**config.mk**
```make
export PLATFORM = sky130hd
export DESIGN_NAME = audio_gain_code_decoder
export DESIGN_NICKNAME = d
export VERILOG_FILES = /design/src/shared/gain_pkg.sv /design/src/design/signed_clamp.sv /design/src/design/step_down.sv /design/src/design/audio_gain_code_decoder.sv
export SDC_FILE = /design/constraint.sdc
export NUM_CORES = 1
export LEC_CHECK = 0
export ABC_CLOCK_PERIOD_IN_PS = 3100
export BUFFER_PORTS_ARGS = -buffer_cell sky130_fd_sc_hd__clkbuf_2
export CORE_ASPECT_RATIO = 0.9
export CORE_MARGIN = 1.5
export CORE_UTILIZATION = 45
export CTS_CLUSTER_DIAMETER = 150
export CTS_CLUSTER_SIZE = 24
export DETAILED_ROUTE_END_ITERATION = 10
export GPL_ROUTABILITY_DRIVEN = 0
export PLACE_DENSITY_LB_ADDON = 0.1
export SLEW_MARGIN = 15
export SYNTH_ARGS = -nofsm -noshare
export SYNTH_HDL_FRONTEND = slang
export SYNTH_SLANG_ARGS = --single-unit
```
**constraint.sdc**
```tcl
create_clock -name sys_clk -period 3.1 [get_ports sys_clk]
set_input_delay 0.62 -clock sys_clk [delete_from_list [all_inputs] [get_ports sys_clk]]
set_output_delay 0.62 -clock sys_clk [all_outputs]
set_load 0.02 [all_outputs]
```
**src/shared/gain_pkg.sv**
```systemverilog
package gain_pkg;

  // Register byte offsets
  localparam logic [7:0] OFS_MASTER = 8'h00;
  localparam logic [7:0] OFS_TRIM   = 8'h04;
  localparam logic [7:0] OFS_MIXER  = 8'h08;
  localparam logic [7:0] OFS_EQ     = 8'h0c;
  localparam logic [7:0] OFS_GAIN_A = 8'h10;
  localparam logic [7:0] OFS_GAIN_B = 8'h14;

  // Reset codes: every path at 0 dB, mixer positive polarity
  localparam logic [7:0] RST_MASTER = 8'h30;
  localparam logic [5:0] RST_TRIM   = 6'h00;
  localparam logic [7:0] RST_MIXER  = 8'h24;
  localparam logic [4:0] RST_EQ     = 5'h00;

  // Master volume
  localparam logic [7:0] MV_TOP    = 8'h0c;
  localparam logic [7:0] MV_ZERO   = 8'h30;
  localparam logic [7:0] MV_BOTTOM = 8'hbc;
  // Trim: signed half-dB steps
  localparam logic [5:0] TRIM_MAX  = 6'h18;
  localparam logic [5:0] TRIM_MIN  = 6'h28;
  // Mixer: gain in the lower seven bits, polarity in bit 7
  localparam logic [6:0] MIX_ZERO  = 7'h24;
  localparam logic [6:0] MIX_LAST  = 7'h78;
  localparam int         MIX_POL   = 7;
  // EQ: signed one-dB steps
  localparam logic [4:0] EQ_MAX    = 5'h0c;
  localparam logic [4:0] EQ_MIN    = 5'h14;

  // AXI responses
  localparam logic [1:0] RESP_OKAY   = 2'b00;
  localparam logic [1:0] RESP_SLVERR = 2'b10;

  // Decoded gains in signed half-dB units, except EQ in signed one-dB units
  typedef struct packed {
    logic signed [8:0] master_hdb;
    logic signed [5:0] trim_hdb;
    logic signed [7:0] mixer_hdb;
    logic              mixer_invert;
    logic              mixer_mute;
    logic signed [5:0] eq_db;
  } gains_s;

endpackage

```
**src/design/signed_clamp.sv**
```systemverilog
`timescale 1ns/1ps
// Clamps a signed code to [lo, hi]
module signed_clamp #(
  parameter int W = 6,
  parameter logic signed [W-1:0] HI = '0,
  parameter logic signed [W-1:0] LO = '0
) (
  // Code
  input  wire logic signed [W-1:0] code,
  // Clamped
  output      logic signed [W-1:0] value
);
  wire hi_over = code > HI;
  wire lo_under = code < LO;
  assign value = hi_over ? HI : (lo_under ? LO : code);
endmodule // signed_clamp

```
**src/design/step_down.sv**
```systemverilog
`timescale 1ns/1ps
// Gain in half-dB from a code counting down from a zero-dB point
module step_down #(
  parameter int W = 8,
  parameter logic [W-1:0] ZERO = '0,
  parameter logic [W-1:0] LAST = '0
) (
  // Code
  input  wire logic [W-1:0]      code,
  // Gain, half-dB units
  output      logic signed [W:0] hdb
);
  wire [W-1:0] capped = (code > LAST) ? LAST : code;
  assign hdb = $signed({1'b0, ZERO}) - $signed({1'b0, capped});
endmodule // step_down

```
**src/design/audio_gain_code_decoder.sv**
```systemverilog
// Added by the designer: register access over AXI4-Lite and the register addresses.
`timescale 1ns/1ps
module audio_gain_code_decoder
  import gain_pkg::*;
(
  // Clock and reset
  input  wire logic        sys_clk,
  input  wire logic        rstn,
  // AXI4-Lite write address
  input  wire logic [7:0]  s_axi_awaddr,
  input  wire logic        s_axi_awvalid,
  output      logic        s_axi_awready,
  // AXI4-Lite write data
  input  wire logic [31:0] s_axi_wdata,
  input  wire logic [3:0]  s_axi_wstrb,
  input  wire logic        s_axi_wvalid,
  output      logic        s_axi_wready,
  // AXI4-Lite write response
  output      logic [1:0]  s_axi_bresp,
  output      logic        s_axi_bvalid,
  input  wire logic        s_axi_bready,
  // AXI4-Lite read
  input  wire logic [7:0]  s_axi_araddr,
  input  wire logic        s_axi_arvalid,
  output      logic        s_axi_arready,
  output      logic [31:0] s_axi_rdata,
  output      logic [1:0]  s_axi_rresp,
  output      logic        s_axi_rvalid,
  input  wire logic        s_axi_rready,
  // Decoded gains
  output gain_pkg::gains_s gains
);
  import gain_pkg::*;

  logic [7:0]  master_q;
  logic [5:0]  trim_q;
  logic [7:0]  mixer_q;
  logic [4:0]  eq_q;
  logic [7:0]  aw_addr_q;
  logic        aw_have_q;
  logic [7:0]  w_data_q;
  logic        w_strb0_q;
  logic        w_have_q;
  logic        bvalid_q;
  logic [1:0]  bresp_q;
  logic        rvalid_q;
  logic [31:0] rdata_q;
  logic [1:0]  rresp_q;
  gains_s      gains_q;

  // Write channel capture; address and data may come in either order
  wire aw_take = s_axi_awvalid && !aw_have_q && !bvalid_q;
  wire w_take  = s_axi_wvalid && !w_have_q && !bvalid_q;
  assign s_axi_awready = !aw_have_q && !bvalid_q;
  assign s_axi_wready  = !w_have_q && !bvalid_q;
  wire do_write = aw_have_q && w_have_q && !bvalid_q;

  wire [7:0] wa = aw_addr_q;
  wire wr_master = do_write && w_strb0_q && (wa == OFS_MASTER);
  wire wr_trim   = do_write && w_strb0_q && (wa == OFS_TRIM);
  wire wr_mixer  = do_write && w_strb0_q && (wa == OFS_MIXER);
  wire wr_eq     = do_write && w_strb0_q && (wa == OFS_EQ);
  wire wr_known  = (wa == OFS_MASTER) || (wa == OFS_TRIM) || (wa == OFS_MIXER)
                || (wa == OFS_EQ) || (wa == OFS_GAIN_A) || (wa == OFS_GAIN_B);

  always_ff @(posedge sys_clk or negedge rstn)
  begin
    if (!rstn)
    begin
      aw_addr_q <= 8'h00;
      aw_have_q <= 1'b0;
      w_data_q  <= 8'h00;
      w_strb0_q <= 1'b0;
      w_have_q  <= 1'b0;
    end
    else
    begin
      if (aw_take)
      begin
        aw_addr_q <= {s_axi_awaddr[7:2], 2'b00};
        aw_have_q <= 1'b1;
      end
      else if (do_write)
        aw_have_q <= 1'b0;
      if (w_take)
      begin
        w_data_q  <= s_axi_wdata[7:0];
        w_strb0_q <= s_axi_wstrb[0];
        w_have_q  <= 1'b1;
      end
      else if (do_write)
        w_have_q <= 1'b0;
    end
  end

  always_ff @(posedge sys_clk or negedge rstn)
  begin
    if (!rstn)
    begin
      bvalid_q <= 1'b0;
      bresp_q  <= RESP_OKAY;
    end
    else if (do_write)
    begin
      bvalid_q <= 1'b1;
      bresp_q  <= wr_known ? RESP_OKAY : RESP_SLVERR;
    end
    else if (s_axi_bready)
      bvalid_q <= 1'b0;
  end

  assign s_axi_bvalid = bvalid_q;
  assign s_axi_bresp  = bresp_q;

  // Code registers; only the low byte lane carries a code
  always_ff @(posedge sys_clk or negedge rstn)
  begin
    if (!rstn)
    begin
      master_q <= RST_MASTER;
      trim_q   <= RST_TRIM;
      mixer_q  <= RST_MIXER;
      eq_q     <= RST_EQ;
    end
    else
    begin
      if (wr_master)
        master_q <= w_data_q;
      if (wr_trim)
        trim_q <= w_data_q[5:0];
      if (wr_mixer)
        mixer_q <= w_data_q;
      if (wr_eq)
        eq_q <= w_data_q[4:0];
    end
  end

  // Master: count down from 0x30; codes below 0x0C stay at +18
  wire [7:0] mv_floor = (master_q < MV_TOP) ? MV_TOP : master_q;
  logic signed [8:0] mv_hdb;
  step_down #(.W(8), .ZERO(MV_ZERO), .LAST(MV_BOTTOM)) u_master (
    .code (mv_floor),
    .hdb  (mv_hdb)
  );

  logic signed [5:0] trim_hdb;
  signed_clamp #(.W(6), .HI(TRIM_MAX), .LO(TRIM_MIN)) u_trim (
    .code  (trim_q),
    .value (trim_hdb)
  );

  // Mixer: gain from the low seven bits, polarity from the top bit
  logic signed [7:0] mix_hdb;
  step_down #(.W(7), .ZERO(MIX_ZERO), .LAST(MIX_LAST)) u_mixer (
    .code (mixer_q[6:0]),
    .hdb  (mix_hdb)
  );
  wire mix_mute   = mixer_q[6:0] > MIX_LAST;
  wire mix_invert = mixer_q[MIX_POL];

  logic signed [4:0] eq_clamped;
  signed_clamp #(.W(5), .HI(EQ_MAX), .LO(EQ_MIN)) u_eq (
    .code  (eq_q),
    .value (eq_clamped)
  );

  gains_s gains_d;
  assign gains_d.master_hdb   = mv_hdb;
  assign gains_d.trim_hdb     = trim_hdb;
  assign gains_d.mixer_hdb    = mix_mute ? 8'sh00 : mix_hdb;
  assign gains_d.mixer_invert = mix_invert;
  assign gains_d.mixer_mute   = mix_mute;
  assign gains_d.eq_db        = {eq_clamped[4], eq_clamped};

  always_ff @(posedge sys_clk or negedge rstn)
  begin
    if (!rstn)
      gains_q <= '0;
    else
      gains_q <= gains_d;
  end

  assign gains = gains_q;

  // Read channel: one outstanding read
  wire [7:0] ra = {s_axi_araddr[7:2], 2'b00};
  wire ar_take = s_axi_arvalid && !rvalid_q;
  assign s_axi_arready = !rvalid_q;

  logic [31:0] rd_mux;
  logic        rd_hit;
  always_comb
  begin
    rd_mux = 32'h0000_0000;
    rd_hit = 1'b1;
    unique case (ra)
      OFS_MASTER: rd_mux = {24'h000000, master_q};
      OFS_TRIM:   rd_mux = {26'h0000000, trim_q};
      OFS_MIXER:  rd_mux = {24'h000000, mixer_q};
      OFS_EQ:     rd_mux = {27'h0000000, eq_q};
      OFS_GAIN_A: rd_mux = {16'h0000, gains_q.trim_hdb, 1'b0, gains_q.master_hdb};
      OFS_GAIN_B: rd_mux = {8'h00, 2'b00, gains_q.eq_db, 6'h00,
                            gains_q.mixer_mute, gains_q.mixer_invert, gains_q.mixer_hdb};
      default:    rd_hit = 1'b0;
    endcase
  end

  always_ff @(posedge sys_clk or negedge rstn)
  begin
    if (!rstn)
    begin
      rvalid_q <= 1'b0;
      rdata_q  <= 32'h0000_0000;
      rresp_q  <= RESP_OKAY;
    end
    else if (ar_take)
    begin
      rvalid_q <= 1'b1;
      rdata_q  <= rd_mux;
      rresp_q  <= rd_hit ? RESP_OKAY : RESP_SLVERR;
    end
    else if (s_axi_rready)
      rvalid_q <= 1'b0;
  end

  assign s_axi_rvalid = rvalid_q;
  assign s_axi_rdata  = rdata_q;
  assign s_axi_rresp  = rresp_q;

endmodule // audio_gain_code_decoder

```
# After elaboration in Yosys (flattened, before gate mapping)
# Index checks and enable logic that the tools add are counted.
# classes
n_addsub	2
magnitude_cmp	7
n_eq_ne	10
n_mux	19
n_reduce_logical	30
# ops
cell	count
one-hot mux 22 bit (6 select lines)	1
equality test 6 x 2 -> 1 bit (second input constant)	4
equality test 6 x 3 -> 1 bit (second input constant)	4
two-way mux 8 bit	3
logical NOT 8 bit	2
logical AND 1 bit	14
equality test 6 x 1 -> 1 bit (second input constant)	2
two-way mux 6 bit	2
two-way mux 5 bit	2
subtractor 6 x 8 -> 9 bit (first input constant)	1
> comparator 8 bit (second input constant)	1
less-than comparator 8 x 4 -> 1 bit (second input constant)	1
two-way mux 1 bit	8
nonzero test 2 bit	4
subtractor 6 x 7 -> 8 bit (first input constant)	1
> comparator 7 bit (second input constant)	1
two-way mux 7 bit	1
> comparator 6 bit (second input constant)	1
less-than comparator 6 bit (second input constant)	1
OR reduction 6 bit	1
> comparator 5 bit (second input constant)	1
logical OR 1 bit	5
less-than comparator 5 bit (second input constant)	1
logical NOT 1 bit	4
two-way mux 2 bit	2
# word_totals
ff_bits	112
inputBits	59
output_inout_bits	72
wordCells	88

# Logic depth before layout (Yosys ltp)
# logic_depth
word_depth	7
mapped_depth	10

# By module
# A second synthesis with hierarchy kept.
# hier_totals
cells_unflattened	383
hier_area_um2	4525.6
# by_module_without_submodules
mod	n_inst	cells_each	area_per_inst_um2	seq_area_each_um2
audio_gain_code_decoder	1	315	4048.9	2482.4
step_down at u_master	1	24	166.4	0.0
step_down at u_mixer	1	20	143.9	0.0
signed_clamp at u_trim	1	12	87.6	0.0
signed_clamp at u_eq	1	12	78.8	0.0

# Worst setup path before layout
# OpenSTA, ideal clock, no wires.
# synth_timing
kind	register to register
start	register master_q[4]
end	register gains_q, in the netlist gains[30]
setup_ns	0.131
t_arrival_ns	2.393
slack_ns	0.576
path_stages_with_launch	10
path_buffers	1
synth_period_minus_slack_ns	2.524
cell_sequence	dfstp_2 -> clkbuf_1 -> nand2_1 -> nor3_1 -> o21ai_0 -> nand3_1 -> ha_1 -> or3b_2 -> nor2b_1 -> or3_1
# synth_lines
element	line	text
start, declared	audio_gain_code_decoder.sv:35	logic [7:0] master_q;
start signal, assigned	audio_gain_code_decoder.sv:128	master_q <= w_data_q;
end signal, assigned	audio_gain_code_decoder.sv:180	gains_q <= gains_d;
end, declared	audio_gain_code_decoder.sv:49	gains_s gains_q;

==> metrics.csv <==
metric;value;unit
CTS sink count;99;
fraction of final layout cells sized beyond drive strength 1;0.3415;
LEAKAGE;2.552;nW
leading cell type by number of instances after synthesis;dfrtp_1;
# diodes;0;
slack of the worst reg-to-reg path;530;ps
CTS Buffer Depth;2;
biggest area consumer among synthesized cells;dfrtp_1;
setup bufs post-CTS;0;
CTS root buffer;clkbuf_8;
Worst-path clk slew;90;ps
boundary pin count;131;
Synth Warn #;0;
routed wire length;9.577;mm
Netlist cell types;47;
Pwr per Cell Area;807.7;mW/mm^2
endpoints failing setup;0;
EDFF count, synth;0;
Worst Setup End Kind;register;
Post-Route Setup TNS;0;ps
first-pass GRT wire length;15.86;mm
worst hold path class;in2async;
Slowest-stage cell, CP;dfstp_2;
top cells by count, synth;dfrtp_1 (95), nand2_1 (51), mux2_2 (43);
worst skew pair latency;360;ps
Mapped Cells;409;
initial antenna violation count;0;
CTS tree;built;
Post-Place Cells;603;
post-synth top area share;0.5243;
post-CTS sizing;0;
Fmax;389.4;MHz
vias per inst;5.225;
area occupied by multi-input gates;0.001867;mm^2
Slew HR;0.4642;
Post-synth top flop;dfrtp_1;
post-route ant nets;0;
number of global-route vias before repair;3013;
Worst EP arrival;2780;ps
GRT Total Usage;0.1919;
Critical Path RT;3310;ps
Setup WS post-layout;532.1;ps
Fin. Hold Viols;0;
sequential area share after synthesis;0.5475;
crit path launch type;register;
crit-path max cell delay;630;ps
VDD IR-drop max;0.3741;mV
Worst R2R Start;master_q[4]$_DFFE_PN1P_;
Seq pwr share;0.501;
switching share of power;0.3751;
# DRC;0;
post-cts hold buffer count;0;
Slew @ Worst Pin;803.8;ps
clock share of power;0.169;
Tmin final;2568;ps
maxcap violations;0;
die area;0.01069;mm^2
Post-Layout Cell Count;618;
Final Cycle Share;0.8284;
initial core utilization;0.4655;
total gr overflow;0;
critical-path cell list;nand2_1, nor3_1, o21ai_0, nand3_1, ha_1, or3b_2, nor2b_1, a211oi_1, a31oi_1;
dpl hpwl;7.202;mm
Async SR Flop Fraction;1.000;
initial drt markers;185;
Avg Cell Area, Syn;11.09;um^2
Max FO, Critical Path;10;
top post-synthesis cells by area;dfrtp_1 (52%), mux2_2 (11%), nand2_1 (4.2%);
Setup Slack @ Placement;566.9;ps
largest net degree at the start of global routing;63;
total number of vias;3229;
die height;98.23;um
Netlist Area Pre-Place;0.004534;mm^2
Initial DRT Pass Iterations;4;
fillers;907;
RSZ-0062 raised after global routing;false;
CTS buffer count;9;
Core Area;0.009742;mm^2
Cell Rows;34;
P&R area growth vs syn;14.51;%
Reg area;0.002482;mm^2
Final Slew Violations;0;
status;complete, no violations;
Cell Int Power;2.621;mW
WS Path Type;reg2reg;
Die X;108.8;um
Layout Nets;551;
number of synthesized register bits;99;
routed length per instance;15.50;um
Combinational Power Share;0.331;
net switching power of the design;1.573;mW
Setup Skew;9.951;ps
CTS H-tree lvls;3;
worst reg2reg path endpoint;gains[28]$_DFF_PN0_;
r2r worst-path depth;9;
IO Port Bufs;87;
==> state kept, by name (all words and copies together) (netlist names) <==
| signal | count |
|---|---|
| s_axi_rresp | 1 |
| s_axi_rvalid | 1 |
| aw_addr_q | 6 |
| gains | 30 |
| s_axi_bresp | 1 |
| s_axi_rdata | 21 |
| aw_have_q | 1 |
| trim_q | 6 |
| mixer_q | 8 |
| master_q | 8 |
| w_have_q | 1 |
| w_data_q | 8 |
| eq_q | 5 |
| s_axi_bvalid | 1 |
| w_strb0_q | 1 |
==> per-layer routing <==
layer,global-route usage,vias to the layer above,share of wire
met2,0.2961,84,0.46
met1,0.2778,1571,0.48
met3,0.04606,8,0.048
met4,0.03644,0,0.0078
li1,-,1566,-
met5,0,-,0
==> critical path, delay by kind of cell (launching register included) <==
kind,cells,cell delay [ps]
and+or+nand+nor,5,1130
DFF,1,630
AOI/OAI and AO/OA,3,480
adders and majority gates,1,180
==> stage by stage <==
| step | hold WS, ps | total power, mW | util | instance area (um^2) |
|---|---|---|---|---|
| global route | 236.9 | 4.507 | 0.5330 | 5192 |
| floorplan | 324.4 | 3.049 | - | 4576 |
| global placement | 433.6 | 3.478 | 0.5166 | 5032 |
| finish | 219.9 | 4.194 | 0.5330 | 5192 |
| CTS | 225.6 | 4.240 | 0.5330 | 5192 |
| detailed placement | 432.7 | 3.522 | 0.5166 | 5032 |
==> power by group through the flow <==
stage               registers, mW  logic, mW  clock network [mW]
floorplan                    2.10      0.953                   0
global placement             2.11       1.37                   0
detailed placement           2.13       1.40                   0
CTS                          2.10       1.40               0.740
global route                 2.17       1.54               0.797
finish                       2.10       1.39               0.707
==> layout make-up <==
type / instances / area share
flip-flops and latches: 99 / 0.4781
multi-input cells: 275 / 0.3595
repair buffers: 91 / 0.09253
well taps: 126 / 0.03036
clock buffers: 11 / 0.02530
inverters: 12 / 0.008675
clock inverters: 4 / 0.005542
==> logic make-up after synthesis <==
family	Yosys count	synth area share
compound gates	71	0.09658
xor+xnor	4	0.007725
fa+ha+maj	4	0.01104
buf+inv	46	0.05132
flops	99	0.5475
mux	54	0.1399
other cells	1	0.0008270
simple gates	130	0.1451
==> how the worst max path moves through the flow <==
stage,startpoint,end,slack [ps],cells past startpoint
after floorplan,master_q[4]$_DFFE_PN1P_,gains[30]$_DFF_PN0_,580,9
after global placement,master_q[4]$_DFFE_PN1P_,gains[30]$_DFF_PN0_,600,8
after detailed placement,master_q[4]$_DFFE_PN1P_,gains[30]$_DFF_PN0_,570,8
after CTS,master_q[4]$_DFFE_PN1P_,gains[30]$_DFF_PN0_,550,8
after global routing,master_q[6]$_DFFE_PN0P_,gains[28]$_DFF_PN0_,350,8
final,master_q[4]$_DFFE_PN1P_,gains[28]$_DFF_PN0_,530,9
==> placed cells by master (no fill, tap or decap), drive strengths merged, types with 3 or more instances in the layout <==
master | Yosys | routed
o21a | 3 | 3
nor2b | 6 | 6
nor2 | 20 | 20
o21ai | 23 | 23
or3 | 4 | 4
a22o | 6 | 6
nor3 | 3 | 3
mux2i | 3 | 3
xnor2 | 4 | 4
inv | 12 | 12
mux2 | 51 | 51
nand3 | 11 | 11
nand2 | 51 | 51
buf | 16 | 5
a31oi | 8 | 8
nand3b | 4 | 4
and3 | 4 | 4
dfstp | 4 | 4
conb | 1 | 12
dfrtp | 95 | 95
a21oi | 17 | 17
ha | 4 | 4
nor4 | 6 | 6
clkbuf | 18 | 97
a211oi | 3 | 3
and2 | 7 | 7
Power figures use the tool's default switching activity.
